### src/include/pci_cfg_params.svh
// Offsets, field positions, masks and reset values of the configuration header.
// Assumes byte offsets within a 256-byte configuration space.
`ifndef PCI_CFG_PARAMS_SVH
`define PCI_CFG_PARAMS_SVH

// ----------------------------------------
// Register offsets
// ----------------------------------------
`define OFS_COMMAND      8'h04
`define OFS_CLASS        8'h08
`define OFS_LATENCY      8'h0c
`define OFS_IO_BASE      8'h10
`define OFS_MEM_BASE     8'h14
`define OFS_CARD_INFO    8'h28

// ----------------------------------------
// Command bit positions
// ----------------------------------------
`define BIT_IO_DECODE    0
`define BIT_MEM_DECODE   1
`define BIT_MASTER       2
`define BIT_PARITY_RESP  6

// ----------------------------------------
// Writable masks and reset values
// ----------------------------------------
`define MASK_COMMAND     32'h0000_0047
`define MASK_LATENCY     32'h0000_ffff
`define MASK_IO_BASE     32'hffff_ff00
`define MASK_MEM_BASE    32'hffff_fc00
`define RST_COMMAND      32'h0000_0004
`define RST_LATENCY      32'h0000_0000
`define RST_BASE         32'h0000_0000
`define IO_INDICATOR     32'h0000_0001
`define MEM_INDICATOR    32'h0000_0000

// ----------------------------------------
// Class code fields
// ----------------------------------------
`define CLASS_NETWORK    8'h02
`define SUBCLASS_FAST    8'h00

`endif

### src/include/pci_cfg_pkg.sv
// Types shared by the configuration header bank.
// Assumes the params header is on the include path.
package pci_cfg_pkg;

  // ----------------------------------------
  // Configuration cycle request
  // ----------------------------------------
  typedef struct packed {
    logic        write;
    logic        read;
    logic [7:0]  addr;
    logic [3:0]  byte_en;
    logic [31:0] wdata;
  } cfg_req_s;

  // ----------------------------------------
  // Target access from the bus
  // ----------------------------------------
  typedef struct packed {
    logic        mem_cycle;
    logic        io_cycle;
    logic [31:0] addr;
  } target_req_s;

endpackage

### src/rtl/pci_config_header_regs.sv
// Part of the PCI configuration header: command bits, class, latency and
// line size, window bases and card information pointer.
// Assumes configuration cycles are decoded upstream into one-cycle requests.
`include "pci_cfg_params.svh"

module pci_config_header_regs #(
  parameter logic [3:0] REVISION = 4'h1, // Arbitrary value
  parameter logic [3:0] STEP     = 4'h0  // Arbitrary value
) (
  input  wire logic                     clock_i,
  input  wire logic                     reset_i,
  input  wire pci_cfg_pkg::cfg_req_s    cfg_req_i,
  output logic                          cfg_ack_o,
  output logic [31:0]                   cfg_rdata_o,
  input  wire pci_cfg_pkg::target_req_s target_req_i,
  output logic                          mem_claim_o,
  output logic                          io_claim_o,
  input  wire logic                     parity_error_i,
  output logic                          system_error_set_o,
  output logic                          master_enable_o,
  input  wire logic                     frame_asserted_i,
  input  wire logic                     grant_i,
  output logic                          master_stop_o,
  output logic [7:0]                    cache_line_length_o,
  input  wire logic [31:0]              eeprom_card_info_i
);
  import pci_cfg_pkg::*;

  // ----------------------------------------
  // Storage
  // ----------------------------------------
  logic [31:0] command_q;
  logic [31:0] latency_q;
  logic [31:0] io_base_q;
  logic [31:0] mem_base_q;
  logic [31:0] card_info_q;
  logic [31:0] class_word;
  logic [31:0] rdata_d;
  logic [31:0] lane_mask;
  logic        reset_seen_q;
  logic        frame_q;
  logic        armed_q;
  logic [7:0]  latency_count_q;

  assign class_word = {`CLASS_NETWORK, `SUBCLASS_FAST, 8'h00, REVISION, STEP};
  assign lane_mask  = {{8{cfg_req_i.byte_en[3]}}, {8{cfg_req_i.byte_en[2]}},
                       {8{cfg_req_i.byte_en[1]}}, {8{cfg_req_i.byte_en[0]}}};

  function automatic logic [31:0] merge(input logic [31:0] old_v,
                                        input logic [31:0] new_v,
                                        input logic [31:0] rw_mask,
                                        input logic [31:0] lanes);
    logic [31:0] m;
    m = rw_mask & lanes;
    merge = (old_v & ~m) | (new_v & m);
  endfunction

  // ----------------------------------------
  // Register writes
  // ----------------------------------------
  // Only masked bits can change, so reserved and read-only bits stay zero
  always_ff @(posedge clock_i)
  begin
    if (reset_i)
    begin
      command_q  <= `RST_COMMAND;
      latency_q  <= `RST_LATENCY;
      io_base_q  <= `RST_BASE;
      mem_base_q <= `RST_BASE;
    end
    else if (cfg_req_i.write)
    begin
      case (cfg_req_i.addr)
        `OFS_COMMAND:
          command_q <= merge(command_q, cfg_req_i.wdata, `MASK_COMMAND, lane_mask);
        `OFS_LATENCY:
          latency_q <= merge(latency_q, cfg_req_i.wdata, `MASK_LATENCY, lane_mask);
        `OFS_IO_BASE:
          io_base_q <= merge(io_base_q, cfg_req_i.wdata, `MASK_IO_BASE, lane_mask);
        `OFS_MEM_BASE:
          mem_base_q <= merge(mem_base_q, cfg_req_i.wdata, `MASK_MEM_BASE, lane_mask);
        default:
          command_q <= command_q;
      endcase
    end
  end

  // ----------------------------------------
  // Card information reload
  // ----------------------------------------
  // Captured on the first edge after reset release, never from the reset itself
  always_ff @(posedge clock_i)
  begin
    reset_seen_q <= reset_i;
    if (reset_i)
    begin
      card_info_q <= 32'h0000_0000;
    end
    else if (reset_seen_q)
    begin
      card_info_q <= eeprom_card_info_i;
    end
  end

  // ----------------------------------------
  // Read path
  // ----------------------------------------
  always_comb
  begin
    case (cfg_req_i.addr)
      `OFS_COMMAND:   rdata_d = command_q;
      `OFS_CLASS:     rdata_d = class_word;
      `OFS_LATENCY:   rdata_d = latency_q;
      `OFS_IO_BASE:   rdata_d = io_base_q | `IO_INDICATOR;
      `OFS_MEM_BASE:  rdata_d = mem_base_q | `MEM_INDICATOR;
      `OFS_CARD_INFO: rdata_d = card_info_q;
      default:        rdata_d = 32'h0000_0000;
    endcase
  end

  always_ff @(posedge clock_i)
  begin
    if (reset_i)
    begin
      cfg_ack_o   <= 1'b0;
      cfg_rdata_o <= 32'h0000_0000;
    end
    else
    begin
      cfg_ack_o   <= cfg_req_i.read | cfg_req_i.write;
      cfg_rdata_o <= cfg_req_i.read ? rdata_d : 32'h0000_0000;
    end
  end

  // ----------------------------------------
  // Command gating outputs
  // ----------------------------------------
  always_ff @(posedge clock_i)
  begin
    if (reset_i)
    begin
      mem_claim_o         <= 1'b0;
      io_claim_o          <= 1'b0;
      system_error_set_o  <= 1'b0;
      master_enable_o     <= 1'b0;
      cache_line_length_o <= 8'h00;
    end
    else
    begin
      mem_claim_o <= target_req_i.mem_cycle & command_q[`BIT_MEM_DECODE]
                     & (target_req_i.addr[31:10] == mem_base_q[31:10]);
      io_claim_o  <= target_req_i.io_cycle & command_q[`BIT_IO_DECODE]
                     & (target_req_i.addr[31:8] == io_base_q[31:8]);
      system_error_set_o  <= parity_error_i & command_q[`BIT_PARITY_RESP];
      master_enable_o     <= command_q[`BIT_MASTER];
      cache_line_length_o <= latency_q[7:0];
    end
  end

  // ----------------------------------------
  // Latency counter
  // ----------------------------------------
  // A zero value expires at once, so a zero setting yields the bus on grant loss
  always_ff @(posedge clock_i)
  begin
    if (reset_i)
    begin
      frame_q         <= 1'b0;
      armed_q         <= 1'b0;
      latency_count_q <= 8'h00;
      master_stop_o   <= 1'b0;
    end
    else
    begin
      frame_q <= frame_asserted_i;
      if (frame_asserted_i && !frame_q)
      begin
        latency_count_q <= latency_q[15:8];
        armed_q         <= 1'b1;
      end
      else if (!frame_asserted_i)
      begin
        armed_q <= 1'b0;
      end
      else if (latency_count_q != 8'h00)
      begin
        latency_count_q <= latency_count_q - 8'h01;
      end
      master_stop_o <= frame_asserted_i & frame_q & armed_q
                       & (latency_count_q == 8'h00) & !grant_i;
    end
  end
endmodule // pci_config_header_regs

### config.mk
export PLATFORM = sky130hd
export DESIGN_NAME = pci_config_header_regs
export DESIGN_NICKNAME = d
export VERILOG_FILES = /design/src/include/pci_cfg_pkg.sv /design/src/rtl/pci_config_header_regs.sv
export VERILOG_INCLUDE_DIRS = /design/src /design/src/include
export SDC_FILE = /design/constraint.sdc
export NUM_CORES = 1
export LEC_CHECK = 0
export BUFFER_PORTS_ARGS = -buffer_cell sky130_fd_sc_hd__buf_2
export CAP_MARGIN = 10
export CORE_MARGIN = 2
export CORE_UTILIZATION = 25
export CTS_CLUSTER_SIZE = 10
export DETAILED_ROUTE_END_ITERATION = 10
export PLACE_DENSITY_LB_ADDON = 0.3
export SLEW_MARGIN = 40
export SYNTH_ARGS = -nofsm -noshare
export SYNTH_HDL_FRONTEND = slang
export SYNTH_SLANG_ARGS = --single-unit
export TNS_END_PERCENT = 100
### constraint.sdc
create_clock -name clock_i -period 1.7 [get_ports clock_i]
set_input_delay 0.34 -clock clock_i [delete_from_list [all_inputs] [get_ports clock_i]]
set_output_delay 0.34 -clock clock_i [all_outputs]
set_load 0.01 [all_outputs]
==> metrics, run 1 <==
floorplan die area roughly 0.027 mm²; Placer Congestion 0.8173; kind of end point of the critical path flip-flop; Die Ht about 170 µm; CTS clock-pin slew for the worst setup and hold paths 0.07 ns; Register Area 0.003104 mm²; asr flop ratio synth 0%; most area-hungry cell type in the Yosys netlist sky130_fd_sc_hd__dfxtp_1; Top FF cell, synth sky130_fd_sc_hd__dfxtp_1; met2 wire len 9679 µm; status complete, no violations; post-route fraction of the period consumed by the critical path between 90% and 100%; count of filler cells inserted in the layout 2736; buffer count from post-CTS setup fixing 0; post-synthesis instance total between 600 and 700; data arrival time of the worst path between 1.5 and 2 ns; IR Drop Worst-Case VDD 0.0006236 V; Avg Inst Size Synth just under 10 µm²; initial cell density of the core 25.28%; area share of the largest cell type after synthesis 47.50%; Bufs on Longest Clock Path 2; CTS tree done; max-slew violation count 0; count of synthesis-stage warnings from yosys 0; CTS sink count 155; via count of the first global-routing pass ~5500; number of DRC markers in iteration 0 around 330; highest achievable clock rate 613.1 MHz; crit path buf inv count 1; Seq cells post-synth 155; synth-to-layout area growth 35.93%; Worst Max-Slew Pin Slew 0.5397 ns; startpoint class of the critical path flip-flop; syn_nets 781; Boundary Pins 163; length of routed wiring on met1 9724 µm; antenna viol nets, final 0; clock root buffer sky130_fd_sc_hd__clkbuf_16; half-perimeter wire length of the detailed placement result 15640 µm; most instantiated cells after synthesis sky130_fd_sc_hd__dfxtp_1, sky130_fd_sc_hd__nor2_1, sky130_fd_sc_hd__mux2i_1; cells taking the most area after synthesis sky130_fd_sc_hd__dfxtp_1, sky130_fd_sc_hd__mux2i_1, sky130_fd_sc_hd__nor2_1; hold-fix buffers at CTS 0; CTS HTree Levels 4; routed wirelength normalized by instance count 16.77 µm; final layout net count 996; wire length of the first global-routing pass 31520 µm; dominant delay contributor by cell family on the critical path simple AND/OR/NAND/NOR gates; Total Neg Setup Slack 0 ns; count of input and output buffers between 150 and 200; post-synthesis cell area 0.006533 mm²; top routing layer in use met5; core footprint 0.02584 mm²; total via count in the routed design 5548; Via-to-Cell Ratio between 4 and 5; Met3 Routed Length 966 µm; clock insertion delay at the later pin of the skew report 0.42 ns; DR DRC count 0; share of post-route cells with drive strength above 1 32.02%; Fin Clk Skew 0.007923 ns; leakage power figure 4.135 nW; min-delay worst type in -> reg; crit path max-delay cell type sky130_fd_sc_hd__or4_1; total count of hold-check failures in the final report 0; critical path, cell by cell buf_4 -> or4_1 -> nor3_1 -> nor3b_1 -> o41ai_1; Cell Pwr Density 899.5 mW/mm²; endpoint required time on the critical path ~2.0 ns; GRT Residual Overflow 0; wirelength, routed 20560 µm; total setup violations reported at the end of the flow 0; total number of placement rows 59; die outline width 165.6 µm; unrepaired setup endpoints after global routing no; Slew headroom 63.95%; library cell with the highest instance count after synthesis sky130_fd_sc_hd__dfxtp_1; distinct cell type count of the synthesized netlist 50; Critical Path Fanout Max 4; number of enable-type register cells in the synthesized netlist 0; Total Power Consumption 7.988 mW; sequential cell area fraction in the yosys report 47.50%; Maximum Capacitance Violations 0; initial antenna violation count 2; number of buffers created by CTS 17; number of iterations in the first detailed-routing pass 5; overall track demand over capacity in global routing between 10 and 15%; category of the most critical setup path reg -> reg; CP peak stage delay between 0.5 and 0.6 ns; final critical path time including I/O delays and setup 1.631 ns; area taken by multi-input logic gates 0.003279 mm²; pin count of the biggest net entering global routing 35
[worst paths after layout]
check,to,slack [ns],cells after the start,from
max,latency_count_q[5]$_SDFFE_PP0P_,0.07,5,latency_count_q[0]$_SDFFE_PP0P_
min,master_stop_o$_SDFF_PP0_,0.09,2,grant_i
max reg2reg,latency_count_q[5]$_SDFFE_PP0P_,0.07,5,latency_count_q[0]$_SDFFE_PP0P_
min reg2reg,master_stop_o$_SDFF_PP0_,0.45,2,armed_q$_SDFFE_PP0P_
[metrics by stage]
stage / cells / instance area [µm²] / setup WS [ns] / hold slack [ns] / util (%)
after floorplan: 662 / 6546 / -0.03905 / 0.3677 / -
after global placement: 1193 / 8308 / -0.2016 / 0.4356 / 32.16
after detailed placement: 1193 / 8308 / -0.2222 / 0.4458 / 32.16
after CTS: 1225 / 8866 / 0.01081 / 0.07384 / 34.31
after global routing: 1226 / 8880 / 0.002596 / 0.08373 / 34.37
final: 1226 / 8880 / 0.06881 / 0.08982 / 34.37
[cells by family (layout without fill, tap and decap cells)]
logic type | Yosys count | after routing | share of synthesized area (%)
and+or+nand+nor | 227 | 227 | 17.74
muxes | 97 | 97 | 14.86
DFF | 155 | 155 | 47.50
AOI/OAI and AO/OA | 88 | 88 | 10.40
adders and majority gates | 2 | 2 | 0.3830
buffers and inverters | 47 | 275 | 2.950
xor gates and xnor gates | 46 | 46 | 6.167
other | 0 | 1 | 0
[cell type report]
cell class | count | area share [%]
multi-input cells | 460 | 36.93
flip-flops and latches | 155 | 34.96
repair buffers | 233 | 16.80
clock buffers | 17 | 4.791
well taps | 335 | 4.720
clock inverters | 15 | 1.353
inverters | 10 | 0.4227
diodes | 1 | 0.02818
[repair_timing]
| action | 4_1_cts | 5_1_grt |
|---|---|---|
| setup endpoints to repair | 1 | 3 |
| gates resized for setup | 2 | 3 |
| endpoints found under the hold margin | 0 | 0 |
| pin swaps | 0 | 2 |
[placed cells by master (no fill, tap or decap), types with 7 or more instances in the layout]
cell	Yosys	routed
sky130_fd_sc_hd__nor4_1	12	9
sky130_fd_sc_hd__buf_2	7	153
sky130_fd_sc_hd__nor2_1	140	140
sky130_fd_sc_hd__buf_12	0	10
sky130_fd_sc_hd__nand2_1	8	8
sky130_fd_sc_hd__mux2i_1	97	97
sky130_fd_sc_hd__nor3_1	7	7
sky130_fd_sc_hd__inv_1	10	10
sky130_fd_sc_hd__nand4_1	9	9
sky130_fd_sc_hd__clkbuf_16	0	17
sky130_fd_sc_hd__xnor2_1	21	21
sky130_fd_sc_hd__buf_4	0	70
sky130_fd_sc_hd__dfxtp_1	155	154
sky130_fd_sc_hd__nor2b_1	15	15
sky130_fd_sc_hd__a21oi_1	11	11
sky130_fd_sc_hd__a22oi_1	25	25
sky130_fd_sc_hd__xor2_1	25	25
sky130_fd_sc_hd__a22o_1	27	27
[layer usage]
metal	global-route usage [%]	up-vias
met5	0	-
met4	4.234	2
met3	3.775	13
li1	-	2774
met1	19.66	2607
met2	23.90	152
[report_power, final]
group | switching [mW] | leakage [nW] | internal, mW
Sequential | 0.0440 | 1.26 | 3.70
Combinational | 0.382 | 2.62 | 0.333
Clock | 1.64 | 0.254 | 1.89
Total | 2.07 | 4.13 | 5.92
(Power assumes the default switching activity.)
==> run 2: changes to the inputs <==
ABC_AREA = 1   (was unset)
HOLD_SLACK_MARGIN = 0.06   (was unset)
==> run 2 against run 1 <==
Effect of this change: core utilization fell by 2.6 points; clock skew rose by 0.0048 ns; synthesized cell count rose by 44%; design area fell by 1.5%; non-clock buffer count fell by 55; power fell by 0.19%; first-iteration DRC count rose by 49%; clock power rose by 1%; worst setup slack improved by 0.17 ns; critical path depth rose by 4; count of clock-buffer cells in the layout rose by 3; area after synthesis rose by 6.5%; largest power group unchanged.
==> metrics, run 2 <==
highest achievable clock rate 686.7 MHz; post-synthesis cell area 0.006957 mm²; share of post-route cells with drive strength above 1 23.67%; CP endpoint latency_count_q[6]$_SDFFE_PP0P_; final layout net count 1234; worst hold margin just over 0.08 ns; length in cells of the worst reg-to-reg path 9; number of buffers created by CTS 17; count of input and output buffers 154; GRT Residual Overflow 0; status complete, no violations; Critical Path Fanout Max 14; Bufs on Longest Clock Path 2; total net switching power between 2 and 2.5 mW; switching share of total power between 20 and 30%; Placer Congestion approximately 0.84; total via count in the routed design 6402; number of enable-type register cells in the synthesized netlist 0; Slew headroom 60.81%; hold-fix buffers at CTS 0; CTS clock-pin slew for the worst setup and hold paths 0.07 ns; sequential cell area fraction in the yosys report 44.60%; overall track demand over capacity in global routing 15.69%; Die Ht 170.8 µm; via count of the first global-routing pass a little over 6000; area taken by multi-input logic gates 0.003274 mm²; antenna viol nets, final 0; core footprint ~0.028 mm²; DR DRC count 0; clock insertion delay at the later pin of the skew report 0.43 ns; launching instance or port of the critical path latency_count_q[0]$_SDFFE_PP0P_; relative contribution of combinational cells to total power under 10%; IR Drop Worst-Case VDD between 0.0006 and 0.0007 V; commonest cells after routing, fill and taps aside sky130_fd_sc_hd__nor2_1, sky130_fd_sc_hd__nand2_1, sky130_fd_sc_hd__dfxtp_1, sky130_fd_sc_hd__buf_2, sky130_fd_sc_hd__o21ai_0; Maximum Capacitance Violations 0; data arrival time of the worst path 1.82 ns; wirelength, routed 22680 µm; Register Area 0.003103 mm²; post-route fraction of the period consumed by the critical path 85.66%; worst r2r dst latency_count_q[6]$_SDFFE_PP0P_; Boundary Pins 163; initial cell density of the core 25.25%; Worst Max-Slew Pin Slew 0.5872 ns; CTS HTree Levels 4; total setup violations reported at the end of the flow 0; initial antenna violation count 2; area share of the largest cell type after synthesis 44.60%; floorplan die area about 0.029 mm²; RR Startpoint latency_count_q[0]$_SDFFE_PP0P_; P_int 5.909 mW; Top FF cell, synth sky130_fd_sc_hd__dfxtp_1; total count of hold-check failures in the final report 0; max-slew violation count 0; half-perimeter wire length of the detailed placement result around 18000 µm; Total Power Consumption 7.973 mW; critical path, cell by cell inv_1 -> ha_1 -> nand2_1 -> nor2_1 -> nand2_1 -> nand2_2 -> nor2_1 -> nand2_1 -> a21oi_1; synth-to-layout area growth 25.72%; total number of placement rows 61; register share of total power 47.0%; count of filler cells inserted in the layout 3050; library cell with the highest instance count after synthesis sky130_fd_sc_hd__nor2_1; pin count of the biggest net entering global routing 59; number of DRC markers in iteration 0 487; min-delay worst type in -> reg; leakage power figure 4.068 nW; most area-hungry cell type in the Yosys netlist sky130_fd_sc_hd__dfxtp_1; most common library cell in the layout ignoring fill and taps sky130_fd_sc_hd__nor2_1; Fin Clk Skew between 0.01 and 0.015 ns; CTS sink count about 160; category of the most critical setup path reg -> reg; wire length of the first global-routing pass around 34000 µm; Total Neg Setup Slack 0 ns; FF-to-FF setup slack between 0.2 and 0.25 ns; CP peak stage delay 0.36 ns; CTS tree done; most instantiated cells after synthesis sky130_fd_sc_hd__nor2_1, sky130_fd_sc_hd__nand2_1, sky130_fd_sc_hd__dfxtp_1; non-filler instance count after layout 1508; cells taking the most area after synthesis sky130_fd_sc_hd__dfxtp_1, sky130_fd_sc_hd__nor2_1, sky130_fd_sc_hd__nand2_1; Cell Pwr Density 911.6 mW/mm²; asr flop ratio synth 0%; clock root buffer sky130_fd_sc_hd__clkbuf_16; Avg Inst Size Synth 7.292 µm²; crit path max-delay cell type sky130_fd_sc_hd__dfxtp_1; endpoint required time on the critical path 2.07 ns; syn_nets 1073; placed cell count 1474; number of iterations in the first detailed-routing pass 5; kind of end point of the critical path flip-flop; dominant cell type by count on the critical path sky130_fd_sc_hd__nand2_1; count of synthesis-stage warnings from yosys 0; distinct cell type count of the synthesized netlist 35; routed wirelength normalized by instance count about 15 µm; final critical path time including I/O delays and setup 1.456 ns; unrepaired setup endpoints after global routing no; Via-to-Cell Ratio approximately 4.2; post-synthesis instance total 954; die outline width 170.8 µm; Seq cells post-synth 155; startpoint class of the critical path flip-flop; clock network fraction of total power about 45%
==> run 2: changes by cell type after synthesis, moves of 11 or more <==
cell / delta
sky130_fd_sc_hd__a21oi_1: +20
sky130_fd_sc_hd__xor2_1: -11
sky130_fd_sc_hd__nand3_2: +12
sky130_fd_sc_hd__a22o_1: -27
sky130_fd_sc_hd__nand3_1: +24
sky130_fd_sc_hd__nor2b_1: -15
sky130_fd_sc_hd__mux2i_1: -97
sky130_fd_sc_hd__nand2_1: +163
sky130_fd_sc_hd__nand2_2: +16
sky130_fd_sc_hd__inv_1: +66
sky130_fd_sc_hd__nor4_1: -11
sky130_fd_sc_hd__a22oi_1: -25
sky130_fd_sc_hd__o21ai_0: +88
sky130_fd_sc_hd__nor2_1: +94
==> run 2: area by class of cell <==
class | instances | area share [%]
Multi-Input combinational cell | 675 | 37.44
Sequential cell | 155 | 35.48
Timing Repair Buffer | 178 | 11.44
Tap cell | 378 | 5.408
Clock buffer | 20 | 5.222
Inverter | 88 | 3.877
Clock inverter | 12 | 1.073
Antenna cell | 2 | 0.05722
==> run 2: power groups by stage <==
stage	Combinational [mW]	Clock [mW]	Sequential (mW)
4_1_cts	0.657	3.66	3.75
3_5_place_dp	0.654	0	3.83
5_1_grt	0.732	3.80	3.75
2_1_floorplan	0.343	0	3.82
6_report	0.652	3.57	3.75
3_3_place_gp	0.654	0	3.83
==> run 2: worst max-delay path, delay by kind of cell (launching register included) <==
kind            cells  cell delay, ns
compound gates      1            0.11
fa+ha+maj           1            0.21
buf+inv             1            0.10
flops               1            0.36
simple gates        6            0.61
==> run 2: metal layers <==
layer / GRT usage, % / wire length (µm) / part of all wire (%) / vias to the layer above
li1: - / - / - / 3319
met1: 21.48 / 10930 / 48 / 2869
met2: 24.59 / 10060 / 44 / 189
met3: 3.285 / 1302 / 5.7 / 25
met4: 5.195 / 387 / 1.7 / 0
met5: 0 / 0 / 0 / -
==> run 2: worst min-delay path by stage <==
stage	depth (start not counted)	end	start	slack, ns
3_3_place_gp	2	armed_q$_SDFFE_PP0P_	armed_q$_SDFFE_PP0P_	0.44
4_1_cts	2	master_stop_o$_SDFF_PP0_	grant_i	0.07
6_report	2	master_stop_o$_SDFF_PP0_	grant_i	0.08
3_5_place_dp	2	cache_line_length_o[5]$_SDFF_PP0_	flip-flop	0.44
2_1_floorplan	0	reset_seen_q$_DFF_P_	reset_i	0.37
5_1_grt	2	master_stop_o$_SDFF_PP0_	grant_i	0.07
==> run 2: what timing repair did <==
action | CTS | global route
setup endpoints to repair | 0 | 7
setup buffers | 0 | 0
resized for setup | 0 | 1
endpoints found under the hold margin | 0 | 0
==> run 2: per-stage QoR <==
| step | instance area [µm²] | setup WS [ns] | utilization [%] |
|---|---|---|---|
| 2_1_floorplan | 6957 | 0.4122 | - |
| 3_3_place_gp | 8188 | 0.07830 | 29.72 |
| 3_5_place_dp | 8188 | 0.05564 | 29.72 |
| 4_1_cts | 8738 | 0.08610 | 31.72 |
| 5_1_grt | 8746 | 0.03422 | 31.74 |
| 6_report | 8746 | 0.2438 | 31.74 |
==> run 2: cell families (layout without fill, tap and decap cells) <==
family,Yosys count,after routing,synth area share (%)
compound gates,128,128,9.299
xor+xnor,43,43,5.414
fa+ha+maj,2,2,0.3597
buf+inv,124,298,8.363
flops,155,155,44.60
other cells,0,2,0
simple gates,502,502,31.96
==> run 3: changes to the inputs <==
clock period = 1.65 ns   (was 1.7 ns; I/O delays follow)
==> run 3 against run 2 <==
Effect of this change: worst setup slack worse by 0.014 ns; design area up 0.82%; highest routed layer unchanged; die area unchanged; hold slack worse by 0.0047 ns; global-route usage about the same; clock skew down 0.0017 ns; power up 5.1%; clock power up 7.6%; routed wire length down 0.35%.
==> metrics, run 3 (synthesis gave the netlist of run 2 again) <==
Total Power Consumption between 8 and 9 mW; CTS sink count 155; clock root buffer sky130_fd_sc_hd__clkbuf_16; Maximum Capacitance Violations 0; count of input and output buffers about 150; endpoint required time on the critical path between 2 and 2.5 ns; CTS HTree Levels 4; data arrival time of the worst path about 1.8 ns; Slew headroom 62.90%; status complete, no violations; placed cell count 1480; RR Startpoint latency_count_q[0]$_SDFFE_PP0P_; category of the most critical setup path reg -> reg; initial antenna violation count 2; unrepaired setup endpoints after global routing no; initial cell density of the core 25.25%; length in cells of the worst reg-to-reg path 9; die outline width 170.8 µm; number of DRC markers in iteration 0 390; IR Drop Worst-Case VDD roughly 0.00057 V; min-delay worst type in -> reg; Critical Path Fanout Max 14; Hold Path Cell Cnt 2; Cell Pwr Density about 950 mW/mm²; non-filler instance count after layout 1514; pin count of the biggest net entering global routing 61; via count of the first global-routing pass 6228; count of filler cells inserted in the layout 3019; total number of placement rows between 60 and 70; post-route fraction of the period consumed by the critical path a little under nine tenths; floorplan die area 0.02918 mm²; wire length of the first global-routing pass around 34000 µm; half-perimeter wire length of the detailed placement result 17460 µm; CP peak stage delay between 0.3 and 0.4 ns; DR DRC count 0; most common library cell in the layout ignoring fill and taps sky130_fd_sc_hd__nor2_1; crit path max-delay cell type sky130_fd_sc_hd__dfxtp_1; Fin Clk Skew ~0.011 ns; CTS tree done; Boundary Pins 163; startpoint class of the critical path flip-flop; commonest cells after routing, fill and taps aside sky130_fd_sc_hd__nor2_1, sky130_fd_sc_hd__nand2_1, sky130_fd_sc_hd__dfxtp_1, sky130_fd_sc_hd__buf_2, sky130_fd_sc_hd__o21ai_0; worst hold margin approximately 0.078 ns; CTS clock-pin slew for the worst setup and hold paths 0.07 ns; highest achievable clock rate 704.1 MHz; launching instance or port of the critical path latency_count_q[0]$_SDFFE_PP0P_; antenna viol nets, final 0; buffer count from post-CTS setup fixing 0; Die Ht roughly 170 µm; worst r2r dst latency_count_q[7]$_SDFFE_PP0P_; total setup violations reported at the end of the flow 0; number of iterations in the first detailed-routing pass 5; dominant cell type by count on the critical path sky130_fd_sc_hd__nand2_1; total count of hold-check failures in the final report 0; Via-to-Cell Ratio 4.213; Worst Max-Slew Pin Slew 0.5559 ns; final critical path time including I/O delays and setup 1.420 ns; share of post-route cells with drive strength above 1 24.16%; synth-to-layout area growth 26.74%; kind of end point of the critical path flip-flop; GRT Residual Overflow 0; overall track demand over capacity in global routing between 15 and 20%; launch point of the worst hold path grant_i; Placer Congestion roughly 0.84; leakage power figure 4.112 nW; total via count in the routed design 6378; worst-case hold path end point master_stop_o$_SDFF_PP0_; clock insertion delay at the later pin of the skew report 0.43 ns; Total Neg Setup Slack 0 ns; core footprint 0.02755 mm²; critical path, cell by cell inv_1 -> ha_1 -> nand2_1 -> nor2_1 -> nand2_1 -> nand2_2 -> nor2_1 -> nand2_1 -> a21oi_1; routed wirelength normalized by instance count roughly 15 µm; number of buffers created by CTS 17; final layout net count 1240; max-slew violation count 0; wirelength, routed approximately 23000 µm; FF-to-FF setup slack about 0.23 ns; Bufs on Longest Clock Path 2
run 3: cell count changes in the layout (fill, tap and decap cells not counted):
cell	before	now
sky130_fd_sc_hd__clkinv_2	3	4
sky130_fd_sc_hd__inv_6	2	7
sky130_fd_sc_hd__buf_12	4	5
sky130_fd_sc_hd__clkbuf_8	2	0
sky130_fd_sc_hd__clkinv_4	6	3
sky130_fd_sc_hd__clkbuf_1	1	0
sky130_fd_sc_hd__buf_4	20	25
sky130_fd_sc_hd__bufinv_16	0	1
sky130_fd_sc_hd__clkinvlp_4	3	2
run 3: critical path, delay by kind of cell, from the launching register on:
kind / cells / cell delay [ns]
compound gates: 1 / 0.10
fa+ha+maj: 1 / 0.20
buf+inv: 1 / 0.09
flops: 1 / 0.35
simple gates: 6 / 0.62
run 3: stage by stage:
| step | utilization, % | setup slack, ns | instance area (µm²) |
|---|---|---|---|
| detailed placement | 29.93 | 0.03373 | 8245 |
| floorplan | - | 0.3624 | 6957 |
| CTS | 31.97 | 0.06397 | 8810 |
| global route | 32.00 | 0.04169 | 8817 |
| global placement | 29.93 | 0.06019 | 8245 |
| finish | 32.00 | 0.2297 | 8817 |
run 3: how the worst max path moves through the flow:
| stage | endpoint | cells after the start |
|---|---|---|
| global placement | latency_count_q[6]$_SDFFE_PP0P_ | 9 |
| floorplan | latency_count_q[0]$_SDFFE_PP0P_ | 9 |
| finish | latency_count_q[7]$_SDFFE_PP0P_ | 9 |
| global route | latency_count_q[6]$_SDFFE_PP0P_ | 9 |
| detailed placement | flip-flop | 10 |
| CTS | latency_count_q[3]$_SDFFE_PP0P_ | 9 |
run 3: final cells by class:
class	count	area, µm²	share of cell area [%]
antenna	2	5.005	0.05676
clock inverter	15	138.9	1.575
multi-input combinational	675	3274	37.14
clock buffer	17	425.4	4.825
tap	378	473.0	5.364
inverter	88	339.1	3.846
sequential	155	3103	35.19
timing repair buffer	184	1059	12.01
run 3: repair_timing:
action                                  4_1_cts  5_1_grt
endpoints found under the setup margin        0        7
hold buffers                                  0        0
resized for setup                             0        1
hold endpoints to repair                      0        0
run 3: routing by layer:
layer  track usage, %  up-vias  share of wire [%]
li1                 -     3316                  -
met1            21.68     2859                 49
met2            24.66      184                 44
met3            3.655       19                5.8
met4            4.127        0                1.2
met5                0        -                  0
run 3: report_power, final:
part | internal (mW) | leakage [nW] | switching [mW]
registers | 3.82 | 1.26 | 0.0439
clock network | 2.10 | 0.275 | 1.74
logic | 0.255 | 2.58 | 0.421
total | 6.17 | 4.11 | 2.20
